==> config.mk <==
export PLATFORM = sky130hd
export DESIGN_NAME = setf_front
export DESIGN_NICKNAME = d
export VERILOG_FILES = /design/src/include/setf_pkg.sv /design/src/include/setf_fifo_if.sv /design/src/hdl/setf_fifo.sv /design/src/hdl/setf_front.sv
export SDC_FILE = /design/constraint.sdc
export NUM_CORES = 1
export LEC_CHECK = 0
export BUFFER_PORTS_ARGS = -buffer_cell sky130_fd_sc_hd__buf_2
export CAP_MARGIN = 15
export CELL_PAD_IN_SITES_DETAIL_PLACEMENT = 1
export CELL_PAD_IN_SITES_GLOBAL_PLACEMENT = 2
export CORE_MARGIN = 3
export CORE_UTILIZATION = 45
export DETAILED_ROUTE_END_ITERATION = 8
export GPL_TIMING_DRIVEN = 0
export PLACE_DENSITY_LB_ADDON = 0.1
export SYNTH_ARGS = -nofsm -noshare
export SYNTH_HDL_FRONTEND = slang
export SYNTH_SLANG_ARGS = --single-unit
==> constraint.sdc <==
create_clock -name i_sys_clk -period 5.8 [get_ports i_sys_clk]
set_clock_uncertainty 0.2 [all_clocks]
set_input_delay 1.16 -clock i_sys_clk [delete_from_list [all_inputs] [get_ports i_sys_clk]]
set_output_delay 1.16 -clock i_sys_clk [all_outputs]
set_load 0.02 [all_outputs]
==> src/include/setf_pkg.sv <==
`default_nettype none
package setf_pkg;
	// byte framing: eight data clocks, then the acknowledge clock
	localparam int BYTE_W = 8;
	localparam logic [3:0] CNT_ZERO = 4'h0;
	localparam logic [3:0] CNT_ACK = 4'h8;
	localparam logic [3:0] CNT_DONE = 4'h9;
	// address byte fields
	localparam int TYPE_MSB = 7;
	localparam int TYPE_LSB = 4;
	localparam int DIR_BIT = 0;
	localparam int HI_ADDR_MSB = 3;
	// array shape: 128 pages of 32 bytes
	localparam int ADDR_W = 12;
	localparam int PAGE_COUNT = 128;
	localparam int PAGE_BYTES = 32;
	localparam int PAGE_OFS_W = 5;
	localparam logic [ADDR_W-1:0] ADDR_RST = 12'h000;
	localparam logic [PAGE_OFS_W-1:0] PAGE_OFS_STEP = 5'h01;
	localparam logic [ADDR_W-1:0] ADDR_STEP = 12'h001;
	// write data buffer
	localparam int FIFO_DEPTH = 16;
	localparam int FIFO_W = ADDR_W + BYTE_W;
	typedef enum logic [2:0] {
		ST_IDLE,
		ST_DEV,
		ST_AHI,
		ST_ALO,
		ST_WDATA,
		ST_RDATA
	} setf_state_e;
endpackage
`default_nettype wire

==> src/include/setf_fifo_if.sv <==
`timescale 1ns/1ps
`default_nettype none
interface setf_fifo_if #(parameter int W = 20);
	logic in_valid;
	logic in_ready;
	logic [W-1:0] in_data;
	logic out_valid;
	logic out_ready;
	logic [W-1:0] out_data;
	// the front end fills the buffer and relays the drain handshake
	modport user(output in_valid, output in_data, input in_ready,
		output out_ready, input out_valid, input out_data);
	modport fifo(input in_valid, input in_data, output in_ready,
		input out_ready, output out_valid, output out_data);
endinterface
`default_nettype wire

==> src/hdl/setf_fifo.sv <==
`timescale 1ns/1ps
`default_nettype none
module setf_fifo import setf_pkg::*; #(
	parameter int WIDTH = FIFO_W,
	parameter int DEPTH = FIFO_DEPTH
) (
	input wire logic i_sys_clk,
	input wire logic i_resetn,
	setf_fifo_if.fifo f
);
	localparam int PW = $clog2(DEPTH);

	// pointers wrap naturally only for a power of two
	if (DEPTH < 2 || (DEPTH & (DEPTH - 1)) != 0) begin : g_bad_depth
		$error("fifo depth must be a power of two, at least 2");
	end

	logic [WIDTH-1:0] mem [DEPTH];
	logic [PW-1:0] wptr_ff, nxt_wptr, rptr_ff, nxt_rptr;
	logic [PW:0] cnt_ff, nxt_cnt;
	logic ov_ff, nxt_ov;
	logic [WIDTH-1:0] od_ff, nxt_od;
	logic push, load;

	// output register refills when empty or being drained
	always_comb begin
		push = f.in_valid && f.in_ready;
		load = (cnt_ff != '0) && (!ov_ff || f.out_ready);
		nxt_wptr = wptr_ff + {{(PW-1){1'b0}}, push};
		nxt_rptr = rptr_ff + {{(PW-1){1'b0}}, load};
		nxt_cnt = cnt_ff + {{PW{1'b0}}, push} - {{PW{1'b0}}, load};
		nxt_ov = load || (ov_ff && !f.out_ready);
		nxt_od = load ? mem[rptr_ff] : od_ff;
	end

	always_ff @(posedge i_sys_clk or negedge i_resetn) begin
		if (!i_resetn) begin
			wptr_ff <= '0;
			rptr_ff <= '0;
			cnt_ff <= '0;
			ov_ff <= 1'b0;
			od_ff <= '0;
		end else begin
			wptr_ff <= nxt_wptr;
			rptr_ff <= nxt_rptr;
			cnt_ff <= nxt_cnt;
			ov_ff <= nxt_ov;
			od_ff <= nxt_od;
		end
	end

	// storage needs no reset; only counted words are ever read
	always_ff @(posedge i_sys_clk) begin
		if (push) begin
			mem[wptr_ff] <= f.in_data;
		end
	end

	// full counts the output stage too, so the buffer holds exactly DEPTH words
	assign f.in_ready = ((cnt_ff + {{PW{1'b0}}, ov_ff}) != DEPTH[PW:0]);
	assign f.out_valid = ov_ff;
	assign f.out_data = od_ff;
endmodule // setf_fifo
`default_nettype wire

==> src/hdl/setf_front.sv <==
// Behaviour
// RULE_01: sample on SCL rise, drive after fall
// RULE_02: MSB first, ninth clock for acknowledge
// RULE_03: SDA changes only while SCL low
// RULE_04: SDA fall, SCL high: start command
// RULE_05: SDA rise, SCL high: stop, standby
// RULE_06: repeated start begins new command
// RULE_07: master idles bus with both high
// RULE_08: release after eighth; ack low ninth
// RULE_09: acknowledger releases after ninth clock
// RULE_10: master nack on read ends transfer
// RULE_11: standby at power-up, stop, write end
// RULE_12: ignore bus until a start
// RULE_13: master recovers with start, nine, start-stop
// RULE_14: address byte: type, ignored, direction
// RULE_15: direction high reads, low writes
// RULE_16: type mismatch: no ack, standby
// RULE_17: two word address bytes follow
// RULE_18: first word byte gives bits 11:8
// RULE_19: second word byte gives bits 7:0
// RULE_20: array is 128 pages of 32
// RULE_21: any byte count per transfer; write bytes here go unacknowledged while the write buffer is full
// RULE_22: master clocks bytes without gaps
// RULE_23: no address ack during internal write
// RULE_24: synchronise lines, detect edges internally
`timescale 1ns/1ps
`default_nettype none
module setf_front import setf_pkg::*; #(
	parameter logic [3:0] P_TYPE_ID = 4'h5, // arbitrary value
	parameter int P_FIFO_DEPTH = FIFO_DEPTH
) (
	input wire logic i_sys_clk,
	input wire logic i_resetn,
	input wire logic i_scl,
	input wire logic i_sda,
	output logic o_sda_o,
	output logic o_sda_oe_n,
	input wire logic i_wr_busy,
	input wire logic [BYTE_W-1:0] i_rd_data,
	output logic o_rd_next,
	output logic [ADDR_W-1:0] o_addr,
	output logic o_standby,
	output logic o_wr_valid,
	output logic [ADDR_W-1:0] o_wr_addr,
	output logic [BYTE_W-1:0] o_wr_data,
	input wire logic i_wr_ready
);
	if (P_FIFO_DEPTH < 2) begin : g_bad_depth
		$error("write buffer needs at least two words");
	end
	if (PAGE_COUNT * PAGE_BYTES != (1 << ADDR_W)) begin : g_bad_shape
		$error("page shape does not cover the address space");
	end

	setf_fifo_if #(.W(FIFO_W)) wbuf ();

	setf_fifo #(.WIDTH(FIFO_W), .DEPTH(P_FIFO_DEPTH)) u_wbuf (
		.i_sys_clk(i_sys_clk),
		.i_resetn(i_resetn),
		.f(wbuf.fifo)
	);

	// two-flop synchronisers plus one history stage per line
	logic scl_m_ff, scl_s_ff, scl_d_ff;
	logic sda_m_ff, sda_s_ff, sda_d_ff;
	logic scl_rise, scl_fall, start_det, stop_det;

	always_ff @(posedge i_sys_clk or negedge i_resetn) begin
		if (!i_resetn) begin
			scl_m_ff <= 1'b1;
			scl_s_ff <= 1'b1;
			scl_d_ff <= 1'b1;
			sda_m_ff <= 1'b1;
			sda_s_ff <= 1'b1;
			sda_d_ff <= 1'b1;
		end else begin
			scl_m_ff <= i_scl; // [RULE_24]
			scl_s_ff <= scl_m_ff;
			scl_d_ff <= scl_s_ff;
			sda_m_ff <= i_sda;
			sda_s_ff <= sda_m_ff;
			sda_d_ff <= sda_s_ff;
		end
	end

	// conditions seen only on synchronised samples, never the raw pins
	always_comb begin
		scl_rise = scl_s_ff && !scl_d_ff; // [RULE_24]
		scl_fall = !scl_s_ff && scl_d_ff;
		start_det = scl_s_ff && scl_d_ff && sda_d_ff && !sda_s_ff; // [RULE_04]
		stop_det = scl_s_ff && scl_d_ff && !sda_d_ff && sda_s_ff; // [RULE_05]
	end

	setf_state_e state_ff, nxt_state;
	logic [3:0] cnt_ff, nxt_cnt;
	logic [BYTE_W-1:0] shift_ff, nxt_shift;
	logic [BYTE_W-1:0] tx_ff, nxt_tx;
	logic dir_ff, nxt_dir;
	logic ack_ff, nxt_ack;
	logic oe_n_ff, nxt_oe_n;
	logic [ADDR_W-1:0] addr_ff, nxt_addr;
	logic rd_next_ff, nxt_rd_next;
	logic push_ff, nxt_push;
	logic [FIFO_W-1:0] push_data_ff, nxt_push_data;
	logic standby_ff, nxt_standby;

	// protocol engine; stop beats start, both beat clock edges
	always_comb begin
		nxt_state = state_ff;
		nxt_cnt = cnt_ff;
		nxt_shift = shift_ff;
		nxt_tx = tx_ff;
		nxt_dir = dir_ff;
		nxt_ack = ack_ff;
		nxt_oe_n = oe_n_ff;
		nxt_addr = addr_ff;
		nxt_rd_next = 1'b0;
		nxt_push = 1'b0;
		nxt_push_data = push_data_ff;
		if (stop_det) begin
			nxt_state = ST_IDLE; // [RULE_05] [RULE_11]
			nxt_cnt = CNT_ZERO;
			nxt_oe_n = 1'b1;
		end else if (start_det) begin
			nxt_state = ST_DEV; // [RULE_04] [RULE_06]
			nxt_cnt = CNT_ZERO;
			nxt_oe_n = 1'b1;
		end else if (state_ff != ST_IDLE) begin // [RULE_12]
			if (scl_rise) begin
				// data bits shift in MSB first; ninth clock samples the bus
				if (cnt_ff < CNT_ACK) begin
					nxt_shift = {shift_ff[BYTE_W-2:0], sda_s_ff}; // [RULE_01] [RULE_02]
				end else begin
					nxt_ack = sda_s_ff; // [RULE_08]
					if (state_ff == ST_RDATA && !sda_s_ff) begin
						nxt_addr = addr_ff + ADDR_STEP; // full wrap on reads
						nxt_rd_next = 1'b1;
					end
				end
				nxt_cnt = cnt_ff + 4'h1;
			end else if (scl_fall) begin
				if (cnt_ff == CNT_ACK) begin
					// acknowledge slot opens after the eighth falling edge
					nxt_oe_n = 1'b1; // [RULE_08]
					case (state_ff)
						ST_DEV: begin
							if (shift_ff[TYPE_MSB:TYPE_LSB] == P_TYPE_ID && !i_wr_busy) begin // [RULE_14] [RULE_16] [RULE_23]
								nxt_oe_n = 1'b0;
								nxt_dir = shift_ff[DIR_BIT]; // [RULE_15]
							end else begin
								nxt_state = ST_IDLE; // [RULE_16]
							end
						end
						ST_AHI: begin
							nxt_addr = {shift_ff[HI_ADDR_MSB:0], addr_ff[BYTE_W-1:0]}; // [RULE_18]
							nxt_oe_n = 1'b0;
						end
						ST_ALO: begin
							nxt_addr = {addr_ff[ADDR_W-1:BYTE_W], shift_ff}; // [RULE_19]
							nxt_oe_n = 1'b0;
						end
						ST_WDATA: begin
							// full buffer turns into a no-acknowledge, never a lost byte
							if (wbuf.in_ready && !push_ff) begin
								nxt_oe_n = 1'b0; // [RULE_21]
								nxt_push = 1'b1;
								nxt_push_data = {addr_ff, shift_ff};
								nxt_addr = {addr_ff[ADDR_W-1:PAGE_OFS_W],
									addr_ff[PAGE_OFS_W-1:0] + PAGE_OFS_STEP}; // [RULE_20]
							end
						end
						default: nxt_oe_n = 1'b1;
					endcase
				end else if (cnt_ff == CNT_DONE) begin
					// ninth clock over: release, then move on or give up
					nxt_cnt = CNT_ZERO;
					nxt_oe_n = 1'b1; // [RULE_09]
					if (ack_ff) begin
						nxt_state = ST_IDLE; // [RULE_10]
					end else begin
						case (state_ff)
							ST_DEV: nxt_state = dir_ff ? ST_RDATA : ST_AHI; // [RULE_15] [RULE_17]
							ST_AHI: nxt_state = ST_ALO; // [RULE_17]
							ST_ALO: nxt_state = ST_WDATA;
							default: nxt_state = state_ff;
						endcase
						if (nxt_state == ST_RDATA) begin
							nxt_oe_n = i_rd_data[BYTE_W-1]; // [RULE_02]
							nxt_tx = {i_rd_data[BYTE_W-2:0], 1'b0};
						end
					end
				end else if (state_ff == ST_RDATA) begin
					nxt_oe_n = tx_ff[BYTE_W-1]; // [RULE_01] [RULE_03]
					nxt_tx = {tx_ff[BYTE_W-2:0], 1'b0};
				end
			end
		end
		nxt_standby = (nxt_state == ST_IDLE); // [RULE_11]
	end

	always_ff @(posedge i_sys_clk or negedge i_resetn) begin
		if (!i_resetn) begin
			state_ff <= ST_IDLE; // [RULE_11]
			cnt_ff <= CNT_ZERO;
			shift_ff <= 8'h00;
			tx_ff <= 8'h00;
			dir_ff <= 1'b0;
			ack_ff <= 1'b1;
			oe_n_ff <= 1'b1;
			addr_ff <= ADDR_RST;
			rd_next_ff <= 1'b0;
			push_ff <= 1'b0;
			push_data_ff <= '0;
			standby_ff <= 1'b1;
		end else begin
			state_ff <= nxt_state;
			cnt_ff <= nxt_cnt;
			shift_ff <= nxt_shift;
			tx_ff <= nxt_tx;
			dir_ff <= nxt_dir;
			ack_ff <= nxt_ack;
			oe_n_ff <= nxt_oe_n;
			addr_ff <= nxt_addr;
			rd_next_ff <= nxt_rd_next;
			push_ff <= nxt_push;
			push_data_ff <= nxt_push_data;
			standby_ff <= nxt_standby;
		end
	end

	// open drain: only ever pulls low, so the data bit is constant zero
	logic sda_o_ff;
	always_ff @(posedge i_sys_clk or negedge i_resetn) begin
		if (!i_resetn) begin
			sda_o_ff <= 1'b0;
		end else begin
			sda_o_ff <= 1'b0;
		end
	end

	// buffer hookup; drain side stalls the buffer, which then refuses bytes
	assign wbuf.in_valid = push_ff;
	assign wbuf.in_data = push_data_ff;
	assign wbuf.out_ready = i_wr_ready;
	assign o_wr_valid = wbuf.out_valid;
	assign o_wr_addr = wbuf.out_data[FIFO_W-1:BYTE_W];
	assign o_wr_data = wbuf.out_data[BYTE_W-1:0];
	assign o_sda_o = sda_o_ff;
	assign o_sda_oe_n = oe_n_ff;
	assign o_addr = addr_ff;
	assign o_rd_next = rd_next_ff;
	assign o_standby = standby_ff;

	a_sda_on_fall: assert property (@(posedge i_sys_clk) disable iff (!i_resetn) // [RULE_01]
		$changed(oe_n_ff) |-> $past(scl_fall || start_det || stop_det))
		else $error("sda drive changed away from scl low");

	a_sda_stable_high: assert property (@(posedge i_sys_clk) disable iff (!i_resetn) // [RULE_03]
		(scl_s_ff && scl_d_ff && !start_det && !stop_det) |=> $stable(oe_n_ff))
		else $error("sda drive moved while scl high");

	a_start_begins: assert property (@(posedge i_sys_clk) disable iff (!i_resetn) // [RULE_04]
		(start_det && !stop_det) |=> (state_ff == ST_DEV && cnt_ff == CNT_ZERO && oe_n_ff))
		else $error("start did not open address phase");

	a_stop_standby: assert property (@(posedge i_sys_clk) disable iff (!i_resetn) // [RULE_05]
		stop_det |=> (state_ff == ST_IDLE && oe_n_ff) ##1 standby_ff)
		else $error("stop did not return to standby");

	a_idle_ignores: assert property (@(posedge i_sys_clk) disable iff (!i_resetn) // [RULE_12]
		(state_ff == ST_IDLE && !start_det) |=> (state_ff == ST_IDLE && oe_n_ff))
		else $error("activity accepted without start");

	a_type_mismatch: assert property (@(posedge i_sys_clk) disable iff (!i_resetn) // [RULE_16]
		(scl_fall && !start_det && !stop_det && state_ff == ST_DEV && cnt_ff == CNT_ACK
		&& shift_ff[TYPE_MSB:TYPE_LSB] != P_TYPE_ID) |=> (oe_n_ff && state_ff == ST_IDLE))
		else $error("foreign type identifier acknowledged");

	a_busy_no_ack: assert property (@(posedge i_sys_clk) disable iff (!i_resetn) // [RULE_23]
		(scl_fall && !start_det && !stop_det && state_ff == ST_DEV && cnt_ff == CNT_ACK
		&& i_wr_busy) |=> oe_n_ff)
		else $error("address acknowledged during internal write");

	a_nack_ends_read: assert property (@(posedge i_sys_clk) disable iff (!i_resetn) // [RULE_10]
		(scl_fall && !start_det && !stop_det && state_ff == ST_RDATA && cnt_ff == CNT_DONE
		&& ack_ff) |=> (state_ff == ST_IDLE && oe_n_ff))
		else $error("read went on after master nack");

	a_hi_addr_taken: assert property (@(posedge i_sys_clk) disable iff (!i_resetn) // [RULE_18]
		(scl_fall && !start_det && !stop_det && state_ff == ST_AHI && cnt_ff == CNT_ACK)
		|=> (addr_ff[ADDR_W-1:BYTE_W] == $past(shift_ff[HI_ADDR_MSB:0]) && !oe_n_ff))
		else $error("upper address bits not taken");

	a_lo_addr_taken: assert property (@(posedge i_sys_clk) disable iff (!i_resetn) // [RULE_19]
		(scl_fall && !start_det && !stop_det && state_ff == ST_ALO && cnt_ff == CNT_ACK)
		|=> (addr_ff[BYTE_W-1:0] == $past(shift_ff) && !oe_n_ff))
		else $error("lower address bits not taken");

	a_ack_released: assert property (@(posedge i_sys_clk) disable iff (!i_resetn) // [RULE_09]
		(scl_fall && cnt_ff == CNT_DONE && state_ff != ST_RDATA
		&& !(state_ff == ST_DEV && dir_ff)) |=> oe_n_ff)
		else $error("sda still held after ninth clock");

	a_write_push: assert property (@(posedge i_sys_clk) disable iff (!i_resetn) // [RULE_21]
		(scl_fall && !start_det && !stop_det && state_ff == ST_WDATA && cnt_ff == CNT_ACK
		&& !oe_n_ff == 1'b0 && wbuf.in_ready && !push_ff) |=> (push_ff && !oe_n_ff))
		else $error("accepted write byte not buffered");
endmodule // setf_front
`default_nettype wire

### Word level (Yosys, flattened, before mapping)

Memories as Yosys holds them, arrays and structs flattened. A register that Yosys moved wholly into a read port is not among the register bits.
Cells that the tools add are included.

| cells by class | value |
|---|---|
| eq/ne operators | 20 |
| bitwise gates (word level) | 5 |
| order comparisons | 1 |
| reduce and logical (&&, ||, !) cells | 49 |
| add/sub/neg operators | 8 |
| muxes and demuxes | 67 |

Operators with widths:

| kind | count |
|---|---|
| 12-bit 2-to-1 mux | 5 |
| 3-bit 2-to-1 mux | 19 |
| 12-bit one-hot mux with 3 select lines | 1 |
| 8-bit 2-to-1 mux | 4 |
| 10-bit AND reduction | 3 |
| 1-bit 2-to-1 mux | 28 |
| 4-bit 2-to-1 mux | 7 |
| 8-bit AND reduction | 2 |
| 1-bit logical AND | 13 |
| 12-bit by 1-bit adder with 12-bit output (second input constant) | 1 |
| 3-bit nonzero test | 4 |
| 5-bit by 1-bit adder with 5-bit output | 2 |
| 2-bit != test (second input constant) | 5 |
| 5-bit AND reduction | 2 |
| 2-bit nonzero test | 5 |
| 5-bit nonzero test | 2 |
| 3-bit == test (second input constant) | 3 |
| 1-bit logical NOT | 9 |
| 3-bit one-hot mux with 3 select lines | 1 |
| 9-bit AND reduction | 1 |
| 4-bit by 1-bit adder with 4-bit output | 2 |
| 4-bit == test (second input constant) | 2 |
| 4-bit AND reduction | 2 |
| 4-bit nonzero test | 2 |
| other kinds (18) | 25 |

| storage, ports and cells | value |
|---|---|
| register bits | 81 |
| memories kept | 1 |
| logic and storage cells | 175 |
| input bits | 14 |
| output and inout port bits | 37 |
| RAM bits | 320 |

Memory list:

| memory | words | width | rd ports | clocked after memory_dff | wr ports | line | text |
|---|---|---|---|---|---|---|---|
| u_wbuf.mem | 16 | 20 | 1 | 1 | 1 | setf_fifo.sv:18 | `logic [WIDTH-1:0] mem [DEPTH];` |

### Longest topological paths before layout

Gate-level depths: netlist of the first run.

| depth | value |
|---|---|
| depth in word-level cells | 20 |
| depth in mapped cells | 15 |
| depth with buffers taken out | 15 |

### Cells and area by module

From an unflattened synthesis of the first run, not the netlist that was laid out.

| second synthesis, totals | value |
|---|---|
| cells, all modules | 951 |
| area total of the unflattened synthesis | 17,131.4 um^2 |

Modules (own cells, without submodules):

| module | times used | area an instance (um^2) | cells each |
|---|---|---|---|
| setf_fifo | 1 | 13,696.9 | 627 |
| setf_front | 1 | 3,434.5 | 324 |

### Least setup slack after synthesis of the first run

Ideal clock, no wire load.

| path | value |
|---|---|
| kind | reg-to-reg |
| start | register u_wbuf.ov_ff (netlist: u_wbuf.f.out_valid) |
| end | memory u_wbuf.mem[0][0] in the netlist's numbering, enable pin |
| path slack | 1.609 ns |
| stages on the path, launching flop included | 8 |
| clock period less this slack | 4.191 ns |
| path buffers | 0 |
| data required time | 5.145 ns |
| arrival | 3.536 ns |
| path through | dfrtp_1 -> ha_1 -> ha_1 -> nand4b_1 -> o311ai_1 -> nand3_1 -> nand2_1 -> nor4b_1 |

| between the ends | value |
|---|---|
| longest elaborated chain between the ends | 5 |

RTL lines:

| item | line | text |
|---|---|---|
| start: declaration | setf_fifo.sv:21 | `logic ov_ff, nxt_ov;` |
| start signal: assignment | setf_fifo.sv:47 | `ov_ff <= nxt_ov;` |
| 5-bit by 1-bit adder with 5-bit output | setf_fifo.sv:60 | `assign f.in_ready = ((cnt_ff + {{PW{1'b0}}, ov_ff}) != DEPTH[PW:0]);` |
| 5-bit != test | setf_fifo.sv:60 |  |
| 1-bit logical AND | setf_fifo.sv:27 | `push = f.in_valid && f.in_ready;` |
| 1-bit 2-to-1 mux | setf_fifo.sv:54 | `if (push) begin` |
| 1-bit 2-to-1 mux (not written as such) | setf_fifo.sv:55 | `mem[wptr_ff] <= f.in_data;` |
| end: declaration | setf_fifo.sv:18 |  |

Every way passes these cells.

### Worst setup path in the final report of the first run

| path | value |
|---|---|
| start | register u_wbuf.ov_ff (netlist: u_wbuf.f.out_valid) |
| end | memory u_wbuf.mem[1][11] in the netlist's numbering, enable pin |

Same word-level chain as after synthesis.

==> flow_metrics.tcl, run 1 <==
set metrics [dict create \
    vias_per_cell 5.70 \
    min_period_ns 3.79 \
    post_dp_cell_area_um2 18400 \
    numCtsBuffers 45 \
    timing.reg2reg.setup_slack_ns 2.01 \
    postSynth.asyncResetShare 0.238 \
    holdBufCountCts 0 \
    setup_ws_ns 2.01 \
    cts_root_buf "clkbuf_16" \
    post_cts_resized 0 \
    synth_xor_area_frac 0.00612 \
    clk_pin_slew_ns 0.06 \
    core_um2 37100 \
    leakage_nw 6.90 \
    place_ws_ns 1.93 \
    syn_area_um2 17200 \
    ys_top_cells_by_count "edfxtp_1, dfrtp_1, mux4_2" \
    irDropWorstVdd_uv 192 \
    power_density_nw_per_um2 400 \
    drv_cap 0 \
    synth-edff-count 320 \
    synthTopCellsByArea "edfxtp_1, dfrtp_1, mux4_2" \
    grt_remaining_overflow 0 \
    drt_wl_total_mm 43.0 \
    grt_max_degree 74 \
    end_kind "flip-flop" \
    grt_util_all_layers 0.216 \
    post-cts-setup-buffers 0 \
    port_buffers 49 \
    setup_viol 0 \
    grt_pass1_vias 9912 \
    die_area_um2 40500 \
    wl_per_cell_um 26.9 \
    die_height_um 201 \
    synth_compound_area_frac 0.0458 \
    fmax_mhz 264 \
    synth-simple-area-share 0.0474 \
    synth_top_area_frac 0.560 \
    area_delta_synth_final_pct 15.7 \
    layout-drive-gt1-share 0.282 \
    fin_util 0.535 \
    layout.nets 1096 \
    synth_top_family_by_area "multiplexers" \
    rr_endpoint "u_wbuf.mem[1][11]$_DFFE_PP_" \
    hold_path.class "flip-flop to flip-flop" \
    report.final.hold_viol_count 0 \
    yosys_warnings 0 \
    die_width_um 201 \
    critPathLaunchType "flip-flop" \
    synth-seq-cells 420 \
    synth_seq_area_share 0.706 \
    pin_count 51 \
    holdCritStartpoint "sda_m_ff$_DFF_PN1_" \
    ys.flop_type "edfxtp_1" \
    maxSlewHeadroom 0.203 \
    insertion_delay_ns 0.55 \
    grt_pass1_wl_mm 65.3 \
    r2r_start "u_wbuf.f.out_valid$_DFF_PN0_" \
    power.total_mw 7.95 \
    row_count 70 \
    h-tree-depth 2 \
    drv_slew 0 \
    ant_nets 0 \
    cts_tree "yes" \
    reg2regPathDepth 11 \
    synth_fa_ha_area_frac 0.0165 \
    design_area_um2 19900 \
    vias 9123 \
    drt_first_pass_iters 5 \
    grt_setup_unrepaired "false" \
    antenna_cells 0 \
    holdPathEnd "sda_s_ff$_DFF_PN1_" \
    cp_max_fo 8 \
    cts.sinks 420 \
    initial_utilization 0.462 \
    yosys.cell_types.count 74 \
    antenna_found_initial 0 \
    setup_tns_ns 0 \
    synth.most_common_cell "edfxtp_1" \
    outcome "completed" \
    netlist.top_cell.by_area "edfxtp_1" \
    drt_iter0_drc 695 \
    path_class "flip-flop to flip-flop" \
    gp_congestion 0.831 \
    tightest_slew_ns 1.20 \
    arrival_ns 3.85 \
    syn_inst 943 \
    hold_path_depth 0 \
    syn_avg_cell_area_um2 18.2 \
    cp_data_required_time_ns 5.86 \
    yosys-mux-area-fraction 0.160 \
    drc_errors 0 \
    postSynthNetCount 979 \
    clock_path_buffers 3 \
    dp_hpwl_mm 27.2 \
    fin_crit_sh 0.653 \
]
per-stage QoR:
step                hold WS [ns]  instances
floorplan                  0.145        943
global route               0.160       1601
global placement           0.147       1496
detailed placement         0.147       1517
finish                     0.155       1601
CTS                        0.155       1601
worst max-delay path, stage by stage (launching register included):
cell      delay [ns]
dfrtp_1         0.41
ha_1            0.23
ha_1            0.24
nand4b_1        0.10
o311ai_1        0.13
nand3_1         0.17
nand2_1         0.23
inv_1           0.22
nand3b_1        0.36
nor3_2          0.78
buf_6           0.27
buf_8           0.17
flip-flops by register name (all words and copies together), names as in the netlist, 3 cells and up:
register	cells
u_wbuf.mem	320
push_data_ff	20
u_wbuf.f.out_data	20
o_addr	12
shift_ff	8
tx_ff	7
u_wbuf.cnt_ff	5
cnt_ff	4
u_wbuf.rptr_ff	4
u_wbuf.wptr_ff	4
state_ff	3
where the power goes:
part	internal [mW]	switching, mW
logic	0.644	0.965
clock network	1.69	1.18
registers	3.34	0.122
total	5.68	2.27
layout make-up:
type,instances,area [µm²]
Buffer,47,224
Clock buffer,63,1280
Clock inverter,21,218
Fill cell,3467,17300
Inverter,24,90.1
Multi-Input combinational cell,452,4840
Sequential cell,420,12100
Tap cell,504,631
Timing Repair Buffer,70,459
kinds of logic after synthesis:
kind of cell               count (synthesis)
AOI/OAI and AO/OA                        109
xor gates and xnor gates                  12
adders and majority gates                 22
buffers and inverters                     71
DFF                                      420
muxes                                    162
other                                      1
and+or+nand+nor                          146
routing by layer:
layer | wire length [µm] | up-vias | share of wire | GRT usage
li1 | - | 3999 | - | -
met1 | 18800 | 4831 | 0.44 | 0.306
met2 | 21400 | 236 | 0.50 | 0.364
met3 | 2100 | 57 | 0.049 | 0.0286
met4 | 711 | 0 | 0.017 | 0.0456
met5 | 0 | - | 0 | 0
cell usage in the layout (no fill, tap or decap), types with 4 or more instances in the layout:
cell type   instances
o211ai_1            4
clkinvlp_4          4
mux2_2             11
buf_2              59
edfxtp_1          320
a21o_1             26
mux2i_1            49
clkbuf_1           37
o21ai_0            13
clkinv_1            5
nand3_1            15
ha_1               21
clkbuf_16          46
a21oi_1             9
mux4_2             80
o22ai_1            22
clkinv_2            4
dfrtp_1            91
mux2_4             22
inv_1              24
nand2_1            30
nor3_1              5
buf_4              16
nand3b_1            8
nor3_2              6
a32oi_1             6
clkbuf_8            7
nor4_1              5
nor2_4              9
xnor2_1             6
xor2_1              6
nor2_1             26
dfstp_2             9
buf_6              10
nand2b_1            7
worst max path at each step:
stage,startpoint,to,cells past startpoint
finish,u_wbuf.f.out_valid$_DFF_PN0_,u_wbuf.mem[1][11]$_DFFE_PP_,11
global route,u_wbuf.f.out_valid$_DFF_PN0_,u_wbuf.mem[1][11]$_DFFE_PP_,11
CTS,u_wbuf.f.out_valid$_DFF_PN0_,u_wbuf.mem[1][11]$_DFFE_PP_,11
detailed placement,u_wbuf.f.out_valid$_DFF_PN0_,u_wbuf.mem[1][2]$_DFFE_PP_,11
global placement,u_wbuf.f.out_valid$_DFF_PN0_,u_wbuf.mem[0][2]$_DFFE_PP_,7
floorplan,u_wbuf.f.out_valid$_DFF_PN0_,u_wbuf.mem[0][0]$_DFFE_PP_,7
(Power assumes the default switching activity.)
==> run 2, diff against run 1 <==
ABC_AREA = 1   (was not set)
CORE_UTILIZATION = 43   (was 45)
clock period = 3.7 ns   (was 5.8 ns; I/O delays follow)
==> run 2 against run 1 <==
  * Cell count up 38%
  * Synthesized cell count rose by 63%
  * Flip-flop and latch count unchanged
  * Combinational power increased to 2.7 times the previous value
  * Core utilization fell by 2.8 points
  * Highest routed layer is now met5
  * Fmax grew 12%
  * Critical path type unchanged
  * Via count up 30%
  * First-iteration DRC count fell by 20%
  * Register-to-register slack got worse by 1.7 ns
  * Die area is 6.9% higher
==> flow_metrics.tcl, run 2 <==
set metrics [dict create \
    h-tree-depth 2 \
    setup_ws_ns 0.330 \
    drt_first_pass_iters 5 \
    setup_tns_ns 0 \
    vias_per_cell 5.35 \
    grt_pass1_vias 12800 \
    cts_root_buf "clkbuf_16" \
    clk_pin_slew_ns 0.06 \
    drt_wl_total_mm 49.7 \
    switchingPower_mw 5.02 \
    power.internal_mw 9.13 \
    wl_per_cell_um 22.4 \
    grt_util_all_layers 0.228 \
    largest-register "u_wbuf.mem" \
    p_clk_frac 0.314 \
    final_cell_mix "edfxtp_1, nor2_1, nand2_1" \
    synth-edff-count 320 \
    tightest_slew_ns 1.09 \
    fin_crit_sh 0.911 \
    core_um2 40100 \
    dp_hpwl_mm 35.0 \
    synth.most_common_cell "edfxtp_1" \
    syn_inst 1540 \
    ys.flop_type "edfxtp_1" \
    startpoint "u_wbuf.f.out_valid$_DFF_PN0_" \
    final_common_cell "edfxtp_1" \
    numCtsBuffers 45 \
    r2r_start "u_wbuf.f.out_valid$_DFF_PN0_" \
    yosys_warnings 0 \
    antenna_cells 0 \
    cts_tree "yes" \
    holdCritStartpoint "i_scl" \
    hold_path.class "input port to flip-flop" \
    hold_path_depth 1 \
    drc_errors 0 \
    p_sw_frac 0.355 \
    path_class "flip-flop to flip-flop" \
    initial_utilization 0.439 \
    report.final.hold_viol_count 0 \
    ys_top_cells_by_count "edfxtp_1, nor2_1, nand2_1" \
    grt_max_degree 60 \
    antenna_found_initial 2 \
    die_area_um2 43400 \
    grt_remaining_overflow 0 \
    power.total_mw 14.2 \
    drt_iter0_drc 553 \
    fmax_mhz 297 \
    postSynthNetCount 1576 \
    cpPeakStageDelay_ns 0.85 \
    insertion_delay_ns 0.56 \
    cp_data_required_time_ns 3.94 \
    pin_count 51 \
    end_kind "flip-flop" \
    synth_top_area_frac 0.546 \
    vias 11900 \
    maxSlewHeadroom 0.267 \
    arrival_ns 3.61 \
    drv_cap 0 \
    port_buffers 49 \
    comb_power_share 0.303 \
    leakage_nw 7.63 \
    pwr-share-seq 0.383 \
    cpMostUsedCell "inv_1" \
    layout-drive-gt1-share 0.137 \
    drv_slew 0 \
    grt_pass1_wl_mm 76.0 \
    area_delta_synth_final_pct 15.6 \
    grt_setup_unrepaired "false" \
    whs_ns 0.0722 \
    outcome "completed" \
    synth_seq_area_share 0.689 \
    reg2regPathDepth 11 \
    setup_viol 0 \
    place_ws_ns -0.496 \
    postSynth.asyncResetShare 0.238 \
    gp_congestion 0.851 \
    die_width_um 208 \
    holdBufCountCts 0 \
    synth-seq-cells 420 \
    ant_nets 0 \
    synthTopCellsByArea "edfxtp_1, dfrtp_1, nor2_1" \
    cp_max_fo 3 \
    clock_path_buffers 3 \
    cts.sinks 420 \
    min_period_ns 3.37 \
    die_height_um 208 \
    netlist.top_cell.by_area "edfxtp_1" \
    irDropWorstVdd_uv 349 \
    yosys.cell_types.count 38 \
    layout.nets 1688 \
    worstPathCellList "inv_1 -> o21ai_0 -> inv_2 -> ha_1 -> inv_1 -> ha_1 -> inv_1 -> fa_1 -> o21ai_0 -> a21oi_1 -> xor2_1" \
    syn_avg_cell_area_um2 11.4 \
    cp_slowest_cell "o21ai_0" \
    row_count 73 \
    syn_area_um2 17600 \
    critPathLaunchType "flip-flop" \
    power_density_nw_per_um2 696 \
    largest_reg_flops 320 \
]
==> run 2: what timing repair did <==
action | in CTS | in global routing
pin swaps | 0 | 2
gates cloned | 0 | 2
buffers inserted | 0 | 1
gates resized for setup | 1 | 11
endpoints found under the setup margin | 1 | 241
==> run 2: power groups by stage <==
stage | sequential, mW | combinational [mW] | clock [mW]
finish | 5.42 | 4.29 | 4.44
global route | 5.45 | 4.83 | 4.72
CTS | 5.42 | 4.35 | 4.53
detailed placement | 5.51 | 4.30 | 0
global placement | 5.50 | 4.17 | 0
floorplan | 5.61 | 2.63 | 0
==> run 2: final timing paths <==
check / to / slack, ns
max: u_wbuf.cnt_ff[4]$_DFF_PN0_ / 0.33
min: scl_m_ff$_DFF_PN1_ / 0.07
max reg2reg: u_wbuf.cnt_ff[4]$_DFF_PN0_ / 0.33
min reg2reg: scl_s_ff$_DFF_PN1_ / 0.15
max in group asynchronous: o_sda_oe_n$_DFFE_PN1P_ / 2.43
min in group asynchronous: u_wbuf.f.out_data[14]$_DFFE_PN0P_ / 0.08
==> run 2: final cells by class <==
cell class | instances | area (µm²)
plain buffers | 80 | 388
clock buffers | 68 | 1310
clock inverters | 16 | 148
fillers | 4262 | 19800
inverters | 78 | 293
multi-input cells | 963 | 4900
flip-flops and latches | 420 | 12100
well taps | 525 | 657
repair buffers | 64 | 515
==> run 2: critical path, delay by kind of cell, from the launching register on <==
| family | cells | cell delay (ns) |
|---|---|---|
| buffers and inverters | 4 | 0.41 |
| adder cells (fa/ha/maj) | 3 | 0.96 |
| XOR/XNOR | 1 | 0.14 |
| AO/OA/AOI/OAI | 3 | 1.16 |
| flip-flops | 1 | 0.37 |
==> run 2: cell families (layout without fill, tap and decap cells) <==
group | Yosys count | in the layout | share of synthesized area
simple gates | 600 | 602 | 0.140
flops | 420 | 420 | 0.689
compound gates | 317 | 317 | 0.104
buf+inv | 159 | 306 | 0.0389
fa+ha+maj | 22 | 22 | 0.0161
xor+xnor | 15 | 15 | 0.00747
mux | 6 | 6 | 0.00342
other cells | 1 | 1 | 0.000213
==> run 2: through the flow <==
stage / std cells / util / area, µm²
CTS: 2211 / 0.505 / 20300
finish: 2214 / 0.507 / 20300
global route: 2214 / 0.507 / 20300
detailed placement: 2128 / 0.469 / 18800
floorplan: 1540 / - / 17600
global placement: 2114 / 0.461 / 18500
==> run 2: routing by layer <==
layer	GRT usage	part of all wire
met5	0	0.00026
met2	0.395	0.50
met1	0.297	0.43
met4	0.0584	0.019
met3	0.0433	0.041
